## src/hdl/ibrl_pkg.sv

```systemverilog
// package: constants and types for the instrument bus remote/local block
package ibrl_pkg;
	// bus command codes (7-bit, attention asserted)
	localparam logic [6:0] CMD_GTL = 7'h01; // go to local, addressed
	localparam logic [6:0] CMD_SDC = 7'h04; // selected device clear
	localparam logic [6:0] CMD_LLO = 7'h11; // local lockout, universal
	localparam logic [6:0] CMD_DCL = 7'h14; // device clear, universal
	localparam logic [6:0] CMD_SPE = 7'h18; // serial poll enable, 24
	localparam logic [6:0] CMD_SPD = 7'h19; // serial poll disable
	localparam logic [6:0] CMD_UNL = 7'h3f; // unlisten
	localparam logic [6:0] CMD_UNT = 7'h5f; // untalk
	localparam logic [1:0] GRP_LISTEN = 2'h1; // bits 6:5 of listen address
	localparam logic [1:0] GRP_TALK = 2'h2; // bits 6:5 of talk address
	localparam logic [4:0] ADDR_DEFAULT = 5'h1c; // factory address 28
	// data string characters
	localparam logic [6:0] CH_M = 7'h4d;
	localparam logic [6:0] CH_S = 7'h53;
	localparam logic [6:0] CH_P = 7'h50;
	localparam logic [6:0] CH_DOT = 7'h2e;
	localparam logic [6:0] CH_ZERO = 7'h30;
	localparam logic [6:0] CH_NINE = 7'h39;
	localparam logic [3:0] DIST_DIGIT = 4'h3; // distortion_select_code M3
	localparam logic [7:0] SF_SPOLL_INT = 8'h3d; // special function 61
	localparam logic [3:0] SF_SPOLL_FRAC = 4'h3; // suffix .3
	localparam logic [7:0] DISP_ONE = 8'h0a; // right display 1.0, tenths
	localparam logic [7:0] DISP_ZERO = 8'h00; // right display 0.0
	typedef enum logic [1:0] {
		MEAS_RMS = 2'b00, // rms_level_measurement
		MEAS_DIST = 2'b01,
		MEAS_OTHER = 2'b10
	} ibrl_meas_t;
	// byte offered by the controller side
	typedef struct packed {
		logic atn;
		logic [7:0] data;
	} ibrl_byte_t;
	// interface state shown to the front panel
	typedef struct packed {
		logic remote;
		logic listen;
		logic talk;
		logic lockout;
		logic spoll;
	} ibrl_state_t;
endpackage

```

## src/hdl/ibrl_core.sv

```systemverilog
// device-side interface-function logic: addressing, remote/local, lockout
`timescale 1ns/100ps
`default_nettype none
// Operation
// remote enable asserted, then listen address: remote and addressed together.
// listener accepts data bytes on seven low data lines, every bit intact.
// distortion select string switches measurement to distortion, key light on.
// after local lockout all front-panel keys are ignored, local key too.
// remote with lockout: local key changes neither remote nor addressed.
// remote enable dropped: leave remote, cancel lockout, stay listener.
// addressed device clear sets rms level measurement, keeps remote and addressed.
// interface clear drops listener addressed state.
// interface clear alone never changes remote state.
// interface clear drops talker state, leaving it unaddressed with remote state unchanged.
// serial poll enable command, value 24, puts device in serial poll mode.
// function number plus special_function_suffix invokes a special function.
// serial poll status function shows 1.0 when active, 0.0 when not.
// interface clear leaves serial poll mode.
// listen address with remote enable deasserted: addressed but stays local.
// without lockout local key in remote returns to local, stays addressed.
// bus address configurable, default 28.
// three-wire handshake; not-ready-for-data held until byte can be taken.
module ibrl_core import ibrl_pkg::*; #(
	parameter logic [4:0] BUS_ADDR = ADDR_DEFAULT
) (
	input wire logic i_clk_sys,
	input wire logic i_sys_rst,
	input wire logic i_ren,
	input wire logic i_ifc,
	input wire logic i_dav,
	input wire ibrl_byte_t i_bus,
	input wire logic i_key_local,
	input wire logic i_key_dist,
	input wire logic i_key_rms,
	output logic o_nrfd,
	output logic o_ndac,
	output ibrl_state_t o_state,
	output ibrl_meas_t o_meas,
	output logic o_dist_lamp,
	output logic [7:0] o_right_disp,
	output logic o_sf_strobe,
	output logic [7:0] o_sf_int,
	output logic [3:0] o_sf_frac
);
	// acceptor handshake: 0 idle, 1 byte taken waiting for dav low
	logic acc_busy;
	logic remote, listen, talk, lockout, spoll;
	ibrl_meas_t meas;
	logic [7:0] right_disp;
	// string parser
	logic [7:0] num_int;
	logic [3:0] num_frac;
	logic in_frac, got_m, got_s;
	logic sf_strobe;

	// byte take happens in any cycle with dav high and the acceptor idle
	wire take = i_dav && !acc_busy;
	wire [6:0] b7 = i_bus.data[6:0];
	wire is_cmd = take && i_bus.atn;
	wire is_data = take && !i_bus.atn && listen;
	wire my_lad = is_cmd && b7[6:5] == GRP_LISTEN && b7[4:0] == BUS_ADDR;
	wire my_tad = is_cmd && b7[6:5] == GRP_TALK && b7[4:0] == BUS_ADDR;
	wire oth_tad = is_cmd && b7[6:5] == GRP_TALK && !my_tad;
	wire unl = is_cmd && b7 == CMD_UNL;
	wire sdc = is_cmd && b7 == CMD_SDC && listen;
	wire dcl = is_cmd && b7 == CMD_DCL;
	wire gtl = is_cmd && b7 == CMD_GTL && listen;
	wire llo = is_cmd && b7 == CMD_LLO;
	wire spe = is_cmd && b7 == CMD_SPE;
	wire spd = is_cmd && b7 == CMD_SPD;
	wire is_digit = b7 >= CH_ZERO && b7 <= CH_NINE;
	wire [3:0] dig = b7[3:0];
	// measurement keys count only when local and not locked out; local key only in remote without lockout
	wire keys_ok = !lockout && !remote;
	wire local_key = i_key_local && !lockout && remote;

	// handshake: nrfd while a byte is held, ndac released from the take until dav drops
	always_ff @(posedge i_clk_sys) begin
		if (i_sys_rst || i_ifc)
			acc_busy <= 1'b0;
		else if (take)
			acc_busy <= 1'b1;
		else if (!i_dav)
			acc_busy <= 1'b0;
	end
	assign o_nrfd = acc_busy || i_dav;
	assign o_ndac = !acc_busy;

	// addressing; interface clear beats any byte in flight
	always_ff @(posedge i_clk_sys) begin
		if (i_sys_rst || i_ifc) begin
			listen <= 1'b0;
			talk <= 1'b0;
		end else begin
			if (my_lad)
				listen <= 1'b1;
			else if (unl)
				listen <= 1'b0;
			if (my_tad)
				talk <= 1'b1;
			else if (oth_tad || (is_cmd && b7 == CMD_UNT))
				talk <= 1'b0;
		end
	end

	// remote/local; ifc not in the reset term on purpose
	always_ff @(posedge i_clk_sys) begin
		if (i_sys_rst || !i_ren) begin
			remote <= 1'b0;
			lockout <= 1'b0;
		end else begin
			if (my_lad)
				remote <= 1'b1;
			else if (gtl || local_key)
				remote <= 1'b0;
			if (llo)
				lockout <= 1'b1;
		end
	end

	// serial poll mode
	always_ff @(posedge i_clk_sys) begin
		if (i_sys_rst || i_ifc)
			spoll <= 1'b0;
		else if (spe)
			spoll <= 1'b1;
		else if (spd)
			spoll <= 1'b0;
	end

	// data string parser: Mn selects, nn.nSP invokes special function
	always_ff @(posedge i_clk_sys) begin
		if (i_sys_rst || i_ifc) begin
			num_int <= 8'h00;
			num_frac <= 4'h0;
			in_frac <= 1'b0;
			got_m <= 1'b0;
			got_s <= 1'b0;
			sf_strobe <= 1'b0;
		end else begin
			sf_strobe <= 1'b0;
			// number must stand with its strobe, so clear it a cycle later
			if (sf_strobe) begin
				num_int <= 8'h00;
				in_frac <= 1'b0;
			end
			if (is_data) begin
				got_s <= 1'b0;
				if (b7 == CH_M) begin
					got_m <= 1'b1;
					num_int <= 8'h00;
					in_frac <= 1'b0;
				end else if (is_digit && got_m) begin
					got_m <= 1'b0;
				end else if (is_digit && in_frac) begin
					num_frac <= dig;
				end else if (is_digit) begin
					num_int <= 8'((num_int * 8'd10) + {4'h0, dig});
				end else if (b7 == CH_DOT) begin
					in_frac <= 1'b1;
					num_frac <= 4'h0;
				end else if (b7 == CH_S) begin
					got_s <= 1'b1;
				end else if (b7 == CH_P && got_s) begin
					sf_strobe <= 1'b1;
				end else begin
					num_int <= 8'h00;
					in_frac <= 1'b0;
					got_m <= 1'b0;
				end
			end
		end
	end

	// measurement selection
	wire dist_sel = is_data && got_m && is_digit && dig == DIST_DIGIT;
	always_ff @(posedge i_clk_sys) begin
		if (i_sys_rst || sdc || dcl)
			meas <= MEAS_RMS;
		else if (dist_sel || (keys_ok && i_key_dist))
			meas <= MEAS_DIST;
		else if (is_data && got_m && is_digit)
			meas <= MEAS_OTHER;
		else if (keys_ok && i_key_rms)
			meas <= MEAS_RMS;
	end

	// serial poll status function tracks mode while selected
	wire sf_spoll = sf_strobe && num_int == SF_SPOLL_INT
		&& num_frac == SF_SPOLL_FRAC;
	logic sp_show;
	always_ff @(posedge i_clk_sys) begin
		if (i_sys_rst) begin
			sp_show <= 1'b0;
			right_disp <= DISP_ZERO;
		end else begin
			if (sf_spoll)
				sp_show <= 1'b1;
			else if (sf_strobe)
				sp_show <= 1'b0;
			right_disp <= spoll ? DISP_ONE : DISP_ZERO;
		end
	end

	assign o_state = '{remote: remote, listen: listen, talk: talk,
		lockout: lockout, spoll: spoll};
	assign o_meas = meas;
	assign o_dist_lamp = meas == MEAS_DIST;
	assign o_right_disp = sp_show ? right_disp : DISP_ZERO;
	assign o_sf_strobe = sf_strobe;
	assign o_sf_int = num_int;
	assign o_sf_frac = num_frac;

	// checks
	chk_rem_listen: assert property (@(posedge i_clk_sys) disable iff (i_sys_rst)
		my_lad && i_ren && !i_ifc |=> remote && listen)
		else $error("listen address under ren did not give remote");
	chk_lockout_keys: assert property (@(posedge i_clk_sys)
		disable iff (i_sys_rst)
		lockout && remote && i_key_local && i_ren && !gtl && !i_ifc
		|=> remote)
		else $error("local key left remote under lockout");
	chk_ren_drop: assert property (@(posedge i_clk_sys) disable iff (i_sys_rst)
		!i_ren |=> !remote && !lockout)
		else $error("ren low did not clear remote and lockout");
	chk_dev_clear: assert property (@(posedge i_clk_sys)
		disable iff (i_sys_rst) sdc |=> meas == MEAS_RMS)
		else $error("device clear did not select rms level");
	chk_ifc_addr: assert property (@(posedge i_clk_sys) disable iff (i_sys_rst)
		i_ifc |=> !listen && !talk && !spoll)
		else $error("interface clear left addressed or polling");
	chk_ifc_remote: assert property (@(posedge i_clk_sys)
		disable iff (i_sys_rst)
		i_ifc && i_ren && !i_key_local |=> remote == $past(remote))
		else $error("interface clear changed remote");
	chk_spe_mode: assert property (@(posedge i_clk_sys) disable iff (i_sys_rst)
		spe && !i_ifc |=> spoll)
		else $error("serial poll enable ignored");
	chk_spoll_disp: assert property (@(posedge i_clk_sys)
		disable iff (i_sys_rst)
		sp_show && !sf_strobe ##1 sp_show |-> right_disp ==
		($past(spoll) ? DISP_ONE : DISP_ZERO))
		else $error("right display does not follow poll mode");
	chk_local_listen: assert property (@(posedge i_clk_sys)
		disable iff (i_sys_rst)
		my_lad && !i_ren && !i_ifc |=> listen && !remote)
		else $error("listen under local went remote");
	chk_hs_hold: assert property (@(posedge i_clk_sys) disable iff (i_sys_rst)
		take && !i_ifc |=> o_nrfd && !o_ndac)
		else $error("handshake not held after byte taken");
	cov_remote: cover property (@(posedge i_clk_sys) my_lad && i_ren);
	cov_dist: cover property (@(posedge i_clk_sys) dist_sel);
	cov_spoll_sf: cover property (@(posedge i_clk_sys) sf_spoll && spoll);
	cov_lockout: cover property (@(posedge i_clk_sys) lockout && i_key_local);
endmodule
`default_nettype wire

```

## config.mk

```make
export PLATFORM = sky130hd
export DESIGN_NAME = ibrl_core
export DESIGN_NICKNAME = d
export VERILOG_FILES = /design/src/hdl/ibrl_pkg.sv /design/src/hdl/ibrl_core.sv
export SDC_FILE = /design/constraint.sdc
export NUM_CORES = 1
export LEC_CHECK = 0
export ABC_AREA = 1
export BUFFER_PORTS_ARGS = -buffer_cell sky130_fd_sc_hd__buf_2
export CAP_MARGIN = 20
export CORE_MARGIN = 3
export CORE_UTILIZATION = 30
export CTS_CLUSTER_DIAMETER = 40
export CTS_CLUSTER_SIZE = 16
export DETAILED_ROUTE_END_ITERATION = 10
export SETUP_SLACK_MARGIN = 0.5
export SLEW_MARGIN = 20
export SYNTH_ARGS = -nofsm -noshare
export SYNTH_HDL_FRONTEND = slang
export SYNTH_SLANG_ARGS = --single-unit
```

## constraint.sdc

```tcl
create_clock -name i_clk_sys -period 4.2 [get_ports i_clk_sys]
set_input_delay 0.63 -clock i_clk_sys [delete_from_list [all_inputs] [get_ports i_clk_sys]]
set_output_delay 0.63 -clock i_clk_sys [all_outputs]
set_load 0.03 [all_outputs]
```

Word-level counts from Yosys, hierarchy flattened
Cells that the tools add are included.
- add/sub/neg operators: 1
- multipliers: 1
- divide/modulo/power cells: 0
- magnitude comparators: 2
- eq/ne operators: 26
- shift-type cells: 0
- muxes and demuxes: 52
- bitwise operators: 3
- reductions and logical operators: 59
- operators with widths (kind ; number):
    two-way mux 8 bit ; 10
    two-way mux 1 bit ; 36
    logical AND 1 bit ; 33
    equality test 7 x 5 -> 1 bit, second input constant ; 4
    equality test 7 bit, second input constant ; 4
    two-way mux 4 bit ; 4
    equality test 7 x 6 -> 1 bit, second input constant ; 2
    nonzero test 2 bit ; 7
    != test 3 bit, second input constant ; 4
    adder 8 x 4 -> 8 bit ; 1
    equality test 4 x 2 -> 1 bit, second input constant ; 2
    equality test 8 x 6 -> 1 bit, second input constant ; 1
    logical OR 1 bit ; 8
    multiplier 8 x 3 -> 7 bit, second input constant ; 1
    OR reduction 8 bit ; 1
    equality test 7 x 1 -> 1 bit, second input constant ; 1
    equality test 7 x 3 -> 1 bit, second input constant ; 1
    greater-or-equal comparator 7 x 6 -> 1 bit, second input constant ; 1
    <= comparator 7 x 6 -> 1 bit, second input constant ; 1
    logical NOT 1 bit ; 6
    AND reduction 6 bit ; 1
    equality test 5 bit, second input constant ; 1
    AND reduction 5 bit ; 1
    equality test 2 x 1 -> 1 bit, second input constant ; 2
    other kinds (7) ; 11
- flip-flop bits (word level): 33
- bits in latches: 0
- RAM bits: 0
- ROM bits: 0
- output and inout bits: 31
- logic and storage cells: 160
- memories kept: 0

Logic depth before layout (Yosys ltp)
Gate-level depths: netlist of the first run.
- word-level depth: 10
- mapped depth: 13
- gate-level depth less buffers: 13

Worst setup path before layout of the first run
Ideal clock, no wire load.
- kind: register to register
- start: register num_int[1], in the netlist o_sf_int[1]
- end: register num_int[7], in the netlist o_sf_int[7]
- setup time: 0.070 ns
- data arrival time: 2.101 ns
- required time: 4.130 ns
- setup slack: 2.029 ns
- cell stages (with the launch flop): 12
- period minus slack after synthesis: 2.171 ns
- cells stage by stage: dfxtp_1 > ha_1 > ha_1 > inv_1 > fa_1 > inv_1 > nand3_1 > nand3_1 > nand3_1 > nand2_1 > nand2_1 > a21oi_1
- longest elaborated chain between the ends: 7
- ends and longest elaborated chain (element ; line ; source):
    start: declaration ; ibrl_core.sv:51 ; logic [7:0] num_int;
    start signal: assignment ; ibrl_core.sv:158 ; num_int <= 8'((num_int * 8'd10) + {4'h0, dig});
    multiplier 8 x 3 -> 7 bit ; ibrl_core.sv:158 ;
    adder 8 x 4 -> 8 bit ; ibrl_core.sv:158 ;
    two-way mux 8 bit ; ibrl_core.sv:157 ; end else if (is_digit) begin
    two-way mux 8 bit ; ibrl_core.sv:155 ; end else if (is_digit && in_frac) begin
    two-way mux 8 bit ; ibrl_core.sv:153 ; end else if (is_digit && got_m) begin
    two-way mux 8 bit ; ibrl_core.sv:149 ; if (b7 == CH_M) begin
    two-way mux 8 bit ; ibrl_core.sv:147 ; if (is_data) begin
Every way passes these cells.
A chain may end at the register's enable or synchronous reset.

Worst setup path in the final report of the first run
Ends and elaborated chain as after synthesis.

==> results.md, run 1 <==
Hold path:
- The worst min-delay path class is reg2reg.

Worst setup path:
- The end of the worst register-to-register path is o_sf_int[7].
- The setup check on the worst reg-to-reg path leaves a slack of 1.97 ns.
- The maximum net fanout on the critical path is 6.
- At the worst endpoint, the required time is 4.41 ns.
- The worst register-to-register path begins at o_sf_int[1].
- The worst setup path is launched from a flip-flop.
- The cell count of the worst reg-to-reg path is 11.
- STA classifies the critical path endpoint as a flip-flop.
- For the worst setup path, the data arrival time is 2.43 ns.
- The most critical setup path has its endpoint at o_sf_int[7].
- The launching element of the worst setup path is o_sf_int[1].
- The type of the setup path with the least slack is reg2reg.

Finish:
- The area growth from synthesis to layout is 13.7%.
- The final layout contains 341 nets.
- Summing all multi-input logic gate instances after layout gives 1110 um^2.
- The flip-flop count of the largest register after layout is 8.
- The ratio of cells with drive above 1 in the final layout is between 20% and 30%.
- The layout has roughly 670 filler cells.
- The storage element area is 520 um^2.
- The number of antenna diodes in the final layout is 0.

Drt:
- After detailed routing, the number of vias per cell comes to 4.67.
- The average wire per cell in the routed design is roughly 12 um.
- The number of nets still failing antenna checks after routing is 0.
- The number of violations reported at the end of detailed-routing iteration 0 is 83.
- The number of design rule violations left after detail routing is 0.
- After detailed routing, the total wire length is 4550 um.
- The detailed-route via count is 1801.
- The number of iterations in the first detailed-routing pass is 4.

Timing:
- The clock skew after layout is 0.00346 ns.
- The final critical-path share of the clock period is a little over half.
- The headroom to the max-slew limit is 43.7%.
- The final setup violation count is 0.
- Setup repair after global routing left no endpoint under its margin.
- The worst-margin pin slew is 0.840 ns.
- Setup total negative slack on the finished layout was measured at 0 ns.
- The count of final hold-check violations came to 0.
- The fmax is 449 MHz.
- After layout, the minimum clock period comes to 2.23 ns.
- The number of slew-limit violations in the final report came to 0.

Pwr:
- The worst voltage drop across the vdd grid is 0.000144 V.
- The power density over cell area is around 220 nW/um^2.
- The total leakage power is 1.02 nW.
- The total power after layout is 471 uW.

Floorplanning:
- The x dimension of the die is between 80 and 90 um.
- The die area is 7270 um^2.
- The number of I/O pins is 48.
- Once the floorplan was initialized, standard cells occupied 31.5% of the core.
- The number of cell rows is 28.
- The total area inside the core boundary comes to 5990 um^2.
- The overall die height is 85.3 um.

Yosys:
- The Yosys step of the flow raised 0 warnings.
- The number of enable-type register cells in the synthesized netlist is 0.
- Synthesis produced between 200 and 300 cells.
- The total standard cell area after synthesis is 1890 um^2.
- The post-synthesis average cell area is 6.81 um^2.
- The fraction of the yosys area taken by sequential cells is between 20 and 30%.
- By area the synthesized netlist is led by sky130_fd_sc_hd__dfxtp_1 (28%), sky130_fd_sc_hd__nand2_1 (12%), sky130_fd_sc_hd__inv_1 (8.0%).
- The area share of the leading cell type in the synthesized netlist is between 20% and 30%.
- In the post-synthesis netlist, the cell with the most instances is sky130_fd_sc_hd__nand2_1.
- The share of flip-flops with an asynchronous set or reset after synthesis is 0%.
- Synthesis instantiated 37 different standard cells from the library.
- The number of flip-flops and latches in the synthesized netlist is 26.
- By count the netlist is led by sky130_fd_sc_hd__nand2_1 (58), sky130_fd_sc_hd__inv_1 (40), sky130_fd_sc_hd__nor2_1 (27), sky130_fd_sc_hd__dfxtp_1 (26), sky130_fd_sc_hd__nand3_1 (25).
- The dominant cell type by area after synthesis is sky130_fd_sc_hd__dfxtp_1.
- The flip-flop cell with the highest count after synthesis is sky130_fd_sc_hd__dfxtp_1.

CTS:
- In this run the number of H-tree levels came out at 1.
- The total clock sinks is 26.
- Clock tree synthesis inserted a total of 3 buffers.
- The number of hold buffers added after CTS was 0.
- The number of gates resized after CTS was 0.
- The clock tree root driver cell is sky130_fd_sc_hd__clkbuf_8.
- Buffers added to address setup during post-CTS repair amount to 0.
- The clock slew at the register clock pins of the worst setup and hold paths is 0.09 ns.
- The latest clock arrival within the worst-skew pair is 0.27 ns.
- The clock passes through at most 2 buffers.
- The clock tree from TritonCTS is yes.

Placement:
- Once detailed placement completed, the half-perimeter wirelength came to around 3700 um.
- The count of buffers inserted at the top-level ports is 40.
- The routability congestion estimate from global placement is 0.882.

GRT:
- The global-route wire length before repair is 7770 um.
- The number of global-route vias before repair is 1717.
- The total global routing track utilization is roughly an eighth.
- The maximum number of pins on one net before global-route repair is 17.
- The remaining global-route overflow is 0.
- The number of antenna violations at the first check in global routing came to 0.

Run:
- The count of maximum capacitance violations is 0.

Status:
- The run finished with clean final reports.
[report_power, final]
| part | internal (mW) | switching (mW) | total (mW) |
|---|---|---|---|
| clock network | 0.0839 | 0.0822 | 0.166 |
| registers | 0.247 | 0.000702 | 0.248 |
| logic | 0.0146 | 0.0423 | 0.0570 |
[metrics by stage]
step           instance area (um^2)  hold slack, ns  util [%]  std cells  worst slack, ns
2_1_floorplan                  1900           0.417         -        282             2.03
3_3_place_gp                   2090           0.426      34.9        382             1.92
3_5_place_dp                   2090           0.432      34.9        382             1.90
4_1_cts                        2140           0.445      35.8        386             1.94
5_1_grt                        2140           0.471      35.8        386             1.79
6_report                       2140           0.440      35.8        386             1.97
[kinds of logic after synthesis]
family | synth area share, %
buffers and inverters | 14.5
and+or+nand+nor | 37.2
adders and majority gates | 8.76
AOI/OAI and AO/OA | 10.8
xor gates and xnor gates | 0.929
other | 0.199
DFF | 27.6
[worst min-delay path by stage]
stage,startpoint,end,slack [ns],cells after the start
after floorplan,spoll,right_disp[1],0.42,2
after global placement,spoll,right_disp[1],0.43,2
after detailed placement,spoll,right_disp[1],0.43,2
after CTS,spoll,right_disp[1],0.45,2
after global routing,spoll,right_disp[1],0.47,2
final,spoll,right_disp[1],0.44,2
[area by class of cell]
class	count	area share, %
Multi-Input combinational cell	198	51.8
Inverter	43	7.64
Tap cell	75	4.38
Sequential cell	26	24.3
Clock buffer	4	2.57
Timing Repair Buffer	40	9.33
[placed cells by master, fill, tap and decap left out, types with 4 or more instances in the layout]
cell type | Yosys | final
sky130_fd_sc_hd__nor3_1 | 5 | 5
sky130_fd_sc_hd__clkbuf_8 | 0 | 4
sky130_fd_sc_hd__o21ai_0 | 5 | 5
sky130_fd_sc_hd__nor2_1 | 27 | 27
sky130_fd_sc_hd__nor4_1 | 4 | 4
sky130_fd_sc_hd__ha_1 | 10 | 10
sky130_fd_sc_hd__nand4_1 | 8 | 8
sky130_fd_sc_hd__inv_1 | 40 | 40
sky130_fd_sc_hd__a21oi_1 | 20 | 20
sky130_fd_sc_hd__dfxtp_1 | 26 | 26
sky130_fd_sc_hd__conb_1 | 1 | 6
sky130_fd_sc_hd__nand2_1 | 58 | 58
sky130_fd_sc_hd__buf_2 | 0 | 40
sky130_fd_sc_hd__nand3_1 | 25 | 25
[layer usage]
layer | part of all wire, % | GRT usage, %
met5 | 0 | 0
met4 | 1.3 | 2.59
met3 | 4.0 | 2.52
met2 | 47 | 21.8
met1 | 48 | 16.9
[critical path: stages (launching register included)]
cell                      delay (ns)
sky130_fd_sc_hd__dfxtp_1        0.48
sky130_fd_sc_hd__ha_1           0.28
sky130_fd_sc_hd__ha_1           0.19
sky130_fd_sc_hd__inv_1          0.08
sky130_fd_sc_hd__fa_1           0.46
sky130_fd_sc_hd__inv_1          0.11
sky130_fd_sc_hd__nand3_1        0.10
sky130_fd_sc_hd__nand3_1        0.11
sky130_fd_sc_hd__nand3_1        0.10
sky130_fd_sc_hd__nand2_1        0.07
sky130_fd_sc_hd__nand2_1        0.04
sky130_fd_sc_hd__a21oi_1        0.14
(Power assumes the default switching activity.)
==> run 2: changes to the inputs <==
==> constraint.sdc (replaced) <==
create_clock -name i_clk_sys -period 2.2 [get_ports i_clk_sys]
set_input_delay 0.33 -clock i_clk_sys [delete_from_list [all_inputs] [get_ports i_clk_sys]]
set_output_delay 0.33 -clock i_clk_sys [all_outputs]
set_load 0.03 [all_outputs]
==> run 2 against run 1 <==
Compared with the run above: clock power rose by 120%; first-iteration DRC count rose by 72%; register-to-register slack got worse by 1.7 ns; via count rose by 1.9%; fmax rose by 16%; combinational power rose by 98%; routed wire length rose by 2.5%; sequential share of layout area fell by 1.1 points; global-route usage rose by 0.30 points; clock-buffer cell count did not move; design area rose by 8.3%; critical endpoint unchanged; highest routed layer unchanged.
==> results.md, run 2 (synthesis gave the netlist of run 1 again) <==
Placement:
- The count of buffers inserted at the top-level ports is 40.
- After legalization and detailed placement, the total HPWL measured 3690 um.
- The routability congestion estimate from global placement is 0.864.

Finish:
- The register with the most flip-flops in the layout has 8 of them.
- For this run, the share of the core covered by cells in the final layout is 38.8%.
- Leaving out fill and tap cells, the most frequent cells in the layout are sky130_fd_sc_hd__nand2_1 (57), sky130_fd_sc_hd__buf_2 (40), sky130_fd_sc_hd__inv_1 (38), sky130_fd_sc_hd__nor2_1 (26), sky130_fd_sc_hd__nand3_1 (23).
- The area growth from synthesis to layout is 23.2%.
- Leaving out fill and tap cells, the most frequent cell in the layout is sky130_fd_sc_hd__nand2_1.
- The ratio of cells with drive above 1 in the final layout is 29.3%.
- The number of antenna diodes in the final layout is 0.
- The final layout net count is 347.

Drt:
- The average via count per standard cell is 4.68.
- For this block, the initial DRC count from the detailed router was 143.
- Dividing the detail-routed wire length by the instance count gives 11.9 um.
- The number of iterations in the first detailed-routing pass is 4.
- The number of nets still failing antenna checks after routing is 0.
- The final wirelength is 4660 um.
- The number of design rule violations left after detail routing is 0.
- The routed layout has ~1800 vias.

GRT:
- The number of global-route vias before repair was 1678.
- The total global routing track utilization is 13.2%.
- The first global-routing pass estimated 7870 um of wire.
- Entering global routing, the biggest net connects 16 pins.
- For this run the aggregate overflow at the end of global routing stands at 0.
- The number of antenna violations at the first check in global routing is 0.

Pwr:
- For this design the static power due to leakage is around 1.1 nW.
- IR analysis of the VDD net gives a maximum drop of between 0.0002 and 0.00025 V.
- For this design the ratio of total power to cell area is 408 nW/um^2.

Floorplanning:
- The number of I/O pins is 48.
- After floorplanning, the core was sized to cover 5990 um^2.
- The die covers 7270 um^2.
- The number of cell rows is 28.
- The starting utilization of the core area is 31.5%.
- The x dimension of the die is 85.3 um.
- In this run the vertical extent of the chip is 85.3 um.

CTS:
- The number of clock buffers inserted by TritonCTS is 3.
- The cell sitting at the root of the clock tree is a sky130_fd_sc_hd__clkbuf_8.
- For the worst-skew pair, the clock arrives at the later sink with an insertion delay of 0.28 ns.
- The clock tree buffer depth is 2.
- In this run, post-CTS hold repair placed 0 buffers.
- The clock tree from TritonCTS is yes.
- The total clock sinks is 26.
- In this run the number of H-tree levels came out at 1.
- After clock tree synthesis, the clock-pin slew on the worst setup and hold paths is roughly 0.1 ns.

Timing:
- Setup total negative slack on the finished layout was measured at 0 ns.
- The fmax is 520 MHz.
- The clock skew after layout is 0.00206 ns.
- The minimum clock period after layout is 1.92 ns.
- Setup violations remaining at the end of the flow were counted as 0.
- The number of slew-limit violations in the final report is 0.
- The count of final hold-check violations is 0.
- The final critical-path share of the clock period is 87.5%.
- Setup repair after global routing could not meet its margin everywhere.

Worst setup path:
- The maximum net fanout on the critical path is 4.
- The capturing element type of the critical path is a flip-flop.
- The worst endpoint required time is 2.42 ns.
- The category of the worst setup path launch point is a flip-flop.
- Data arrives at the worst endpoint at 2.14 ns.
- The slack of the worst reg-to-reg path is 0.28 ns.
- The setup path with the least slack is of type reg2reg.

Hold path:
- The worst min-delay path class is in2reg.

Status:
- The flow ran to the end, and the final reports show no timing, DRC or antenna violations.

Run:
- The tool flagged a number of max-cap violations equal to 0.
## run 2: cell types whose count changed in the layout (fill, tap and decap cells not counted), moves of 2 or more
cell	previous run	this run
sky130_fd_sc_hd__nand3_2	2	4
sky130_fd_sc_hd__dfxtp_4	0	4
sky130_fd_sc_hd__inv_2	2	4
sky130_fd_sc_hd__buf_4	0	6
sky130_fd_sc_hd__dfxtp_2	0	2
sky130_fd_sc_hd__ha_4	0	6
sky130_fd_sc_hd__dfxtp_1	26	20
sky130_fd_sc_hd__inv_1	40	38
sky130_fd_sc_hd__nand3_1	25	23
sky130_fd_sc_hd__ha_1	10	4
## run 2: area by class of cell
| cell class | instances | area (um^2) |
|---|---|---|
| Timing Repair Buffer | 46 | 245 |
| Clock buffer | 4 | 66.3 |
| Fill cell | 656 | 3670 |
| Tap cell | 75 | 93.8 |
| Inverter | 43 | 164 |
| Multi-Input combinational cell | 198 | 1210 |
| Sequential cell | 26 | 538 |
## run 2: worst paths after layout
path,startpoint,to,cells past startpoint
max,o_sf_int[3],o_sf_int[7],12
min,i_sys_rst,right_disp[1],2
max reg2reg,o_sf_int[3],o_sf_int[7],12
min reg2reg,spoll,right_disp[1],2
## run 2: where the power goes
group          switching (mW)  leakage (nW)  internal (mW)
sequential            0.00112         0.214          0.467
combinational          0.0817         0.803         0.0312
clock                   0.168        0.0339          0.198
total                   0.251          1.05          0.697
## run 2: timing repair
action / 4_1_cts / 5_1_grt
setup buffers: 2 / 1
gates resized for setup: 1 / 7
cloned: 0 / 0
pin swaps: 6 / 5
setup endpoints to repair: 4 / 4
## run 2: worst max-delay path, cell delays in order (launching register included)
cell and delay, ns:
sky130_fd_sc_hd__dfxtp_4 0.38, sky130_fd_sc_hd__ha_4 0.27, sky130_fd_sc_hd__ha_4 0.12, sky130_fd_sc_hd__inv_2 0.03, sky130_fd_sc_hd__fa_2 0.55, sky130_fd_sc_hd__inv_2 0.05
sky130_fd_sc_hd__nand3_2 0.07, sky130_fd_sc_hd__inv_1 0.04, sky130_fd_sc_hd__nand2_1 0.05, sky130_fd_sc_hd__nand3_1 0.07, sky130_fd_sc_hd__nand2_1 0.07, sky130_fd_sc_hd__nand2_1 0.04
sky130_fd_sc_hd__a21oi_1 0.12
## run 2: routing by layer
| metal | wire length (um) | vias to the layer above | track usage [%] |
|---|---|---|---|
| met2 | 2160 | 39 | 20.8 |
| li1 | - | 966 | - |
| met1 | 2250 | 826 | 18.6 |
| met4 | 36 | 0 | 2.16 |
| met3 | 213 | 4 | 2.82 |
| met5 | 0 | - | 0 |
## run 2: metrics by stage
step | worst slack [ns] | power (mW) | hold slack (ns) | cell area (um^2) | std cells
after CTS | 0.279 | 0.966 | 0.209 | 2280 | 391
after floorplan | 0.327 | 0.558 | 0.401 | 1970 | 282
after global placement | 0.275 | 0.591 | 0.436 | 2180 | 385
after global routing | 0.171 | 0.996 | 0.220 | 2320 | 392
after detailed placement | 0.283 | 0.592 | 0.440 | 2180 | 385
final | 0.276 | 0.948 | 0.214 | 2320 | 392
==> run 3: changes to the inputs <==
--- a/config.mk
+++ b/config.mk
@@ -9,7 +9,7 @@
 export BUFFER_PORTS_ARGS = -buffer_cell sky130_fd_sc_hd__buf_2
 export CAP_MARGIN = 20
 export CORE_MARGIN = 3
-export CORE_UTILIZATION = 30
+export CORE_UTILIZATION = 33
 export CTS_CLUSTER_DIAMETER = 40
 export CTS_CLUSTER_SIZE = 16
 export DETAILED_ROUTE_END_ITERATION = 10
==> constraint.sdc (replaced) <==
create_clock -name i_clk_sys -period 2.2 [get_ports i_clk_sys]
set_input_delay 0.33 -clock i_clk_sys [delete_from_list [all_inputs] [get_ports i_clk_sys]]
set_output_delay 0.33 -clock i_clk_sys [all_outputs]
set_load 0.01 [all_outputs]
==> run 3 against run 2 <==
Compared with the run above: core utilization up 4.0 points; design area down 2.4%; clock-buffer cell count unchanged; clock skew up 0.0010 ns; sequential share of layout area up 0.45 points; via count up 0.16%; hold slack better by 0.010 ns; critical path type unchanged; highest routed layer unchanged.
==> results.md, run 3 (synthesis gave the netlist of run 1 again) <==
Worst setup path:
- The worst setup path is launched from a flip-flop.
- In this design, the stage delay of the slowest critical-path cell is 0.55 ns.
- The library cell appearing most often on the critical path is sky130_fd_sc_hd__nand2_1.
- The type of the setup path with the least slack is reg2reg.
- STA classifies the critical path endpoint as a flip-flop.
- The most critical setup path has its startpoint at o_sf_int[3].
- The critical path goes through ha_4 -> ha_4 -> inv_2 -> fa_2 -> inv_2 -> nand3_2 -> inv_1 -> nand2_1 -> nand3_1 -> nand2_1 -> nand2_1 -> a21oi_2.
- On the critical path, the stage with the largest delay is an instance of sky130_fd_sc_hd__fa_2.
- The count of buffer and inverter cells on the critical path is 3.
- The kind of cell adding the most delay to the critical path is adder cells.
- The maximum net fanout on the critical path is 4.
- STA puts the critical path data required time at 2.42 ns.
- The number of cells on the worst reg-to-reg path is 12.
- The end of the worst register-to-register path is o_sf_int[7].
- The reg-to-reg startpoint is o_sf_int[3].
- Setup slack on the worst reg-to-reg path comes out at 0.28 ns.
- The critical path data arrival time is about 2.1 ns.
- The number of stages on the worst setup path is 12.

Placement:
- The count of buffers added on input and output ports is 40.
- Detailed placement finished with a half-perimeter wire length of 3720 um.
- The routability congestion estimate from global placement is 0.838.
- At the placement stage, the worst setup path has a slack of ~0.27 ns.
- Once placement finished, the instance area stood at 2150 um^2.

Floorplanning:
- In this run the count of I/O pins placed on the die edge is 48.
- Measured along the x axis, the die boundary spans 81.6 um.
- The region available for standard cell placement spans about 5300 um^2.
- The number of cell rows is 26.
- The floorplan step defined a die boundary enclosing 6660 um^2.
- The starting utilization of the core area is 35.6%.
- The floorplan step set the die height to 81.6 um.

CTS:
- The total clock sinks is 26.
- The number of clock buffers added by TritonCTS is 3.
- The clock tree root driver cell is sky130_fd_sc_hd__clkbuf_8.
- The clock reaches the later pin of the worst-skew pair after 0.28 ns.
- The hold buffer count at cts is 0.
- TritonCTS built the clock tree.
- The depth of the CTS H-tree is 1.
- The clock tree buffer depth is 2.
- The clock slew at the register clock pins of the worst setup and hold paths is 0.09 ns.

Timing:
- Derived from the worst setup path, the maximum achievable clock frequency is 521 MHz.
- The final setup violation count is 0.
- The worst hold slack after final layout is around 0.22 ns.
- Across the routed clock network, the largest skew measured is 0.00308 ns.
- Across all setup checks in the final design, the least slack found is 0.280 ns.
- The number of slew-limit violations in the final report is 0.
- The worst path uses 87.3% of the clock period.
- Setup repair after global routing could not meet its margin everywhere.
- At the pin with the least slew margin, the transition time is 0.511 ns.
- The minimum clock period after layout is ~1.9 ns.
- The headroom to the max-slew limit is between 60% and 70%.
- Summed over all failing endpoints, the final setup total negative slack is 0 ns.
- The count of final hold-check violations is 0.

Hold path:
- The hold-critical path depth is 2.
- The capture endpoint of the worst hold path is right_disp[1].
- The worst min-delay path class is in2reg.
- The critical hold path startpoint is i_sys_rst.

GRT:
- The total overflow left after global routing is 0.
- The first global-routing pass estimated between 7000 and 8000 um of wire.
- The number of antenna violations at the first check in global routing is 0.
- Entering global routing, the biggest net connects 15 pins.
- In the global route stage, overall resource usage came out at 14.8%.
- The number of global-route vias before repair is 1679.

Finish:
- The number of antenna repair diodes is 0.
- The register with the most flip-flops in the layout has 8 of them.
- The final layout net count is between 300 and 400.
- The ratio of cells with drive above 1 in the final layout is 27.5%.
- The area growth from synthesis to layout is 20.2%.
- The library cells used most frequently in the layout, excluding fill and tap cells, are sky130_fd_sc_hd__nand2_1 (58), sky130_fd_sc_hd__buf_2 (40), sky130_fd_sc_hd__inv_1 (38), sky130_fd_sc_hd__nor2_1 (27), sky130_fd_sc_hd__nand3_1 (23).
- The finished cells cover 2270 um^2.
- The library cell used most frequently in the layout, excluding fill and tap cells, is sky130_fd_sc_hd__nand2_1.

Drt:
- For this run, design rule violations remaining after detail routing come to 0.
- The number of nets still failing antenna checks after routing is 0.
- The detailed-route via count is 1838.
- Dividing the detail-routed wire length by the instance count gives 12.1 um.
- Summed over all layers, the routed wires come to between 4000 and 5000 um.
- The number of violations reported at the end of detailed-routing iteration 0 is 108.
- The average via count per standard cell is 4.76.
- The first detailed-routing pass took 4 iterations.

Pwr:
- The switching power share of the total is 25.4%.
- The internal power is 659 uW.
- For this design the ratio of total power to cell area is 390 nW/um^2.
- The clock network accounts for 36.1% of the total power.
- In this run, flip-flops and latches consume 53.1% of the power.
- The worst voltage drop across the vdd grid is about 0.00022 V.
- The net switching power is 224 uW.
- The total leakage power is 1.04 nW.
- The share of total power dissipated in combinational logic is 10.9%.

Status:
- The flow ran to the end, and the final reports show no timing, DRC or antenna violations.

Run:
- The count of maximum capacitance violations is 0.
==> run 3: how the worst max path moves through the flow <==
stage,end
after floorplan,o_sf_int[7]
after global placement,o_sf_int[7]
after detailed placement,o_sf_int[7]
after CTS,o_sf_int[7]
after global routing,o_sf_int[7]
final,o_sf_int[7]
==> run 3: what timing repair did <==
item,4_1_cts,5_1_grt
buffers inserted,2,0
cloned,0,0
setup endpoints to repair,4,4
pin swaps,2,2
resized for setup,3,5
==> run 3: layer usage <==
metal  up-vias  global-route usage, %  wire length (um)
li1        958                      -                 -
met1       825                   21.2              2320
met2        50                   22.4              2000
met3         5                   3.29               281
met4         0                   3.49                41
met5         -                      0                 0
==> run 3: power by group through the flow <==
stage | logic [mW] | clock network [mW] | registers, mW
2_1_floorplan | 0.0608 | 0 | 0.484
3_3_place_gp | 0.0933 | 0 | 0.483
3_5_place_dp | 0.0940 | 0 | 0.484
4_1_cts | 0.0955 | 0.332 | 0.471
5_1_grt | 0.108 | 0.353 | 0.469
6_report | 0.0961 | 0.319 | 0.469
==> run 3: metrics by stage <==
stage	total power, mW	utilization [%]	cells
2_1_floorplan	0.545	-	282
3_3_place_gp	0.577	40.6	380
3_5_place_dp	0.578	40.6	380
4_1_cts	0.899	42.4	386
5_1_grt	0.930	42.8	386
6_report	0.883	42.8	386
==> run 3: final cells by class <==
type	instances	area [um^2]
clock buffers	4	55.1
fillers	552	3040
inverters	43	164
multi-input cells	198	1190
flip-flops and latches	26	536
well taps	70	87.6
repair buffers	45	238
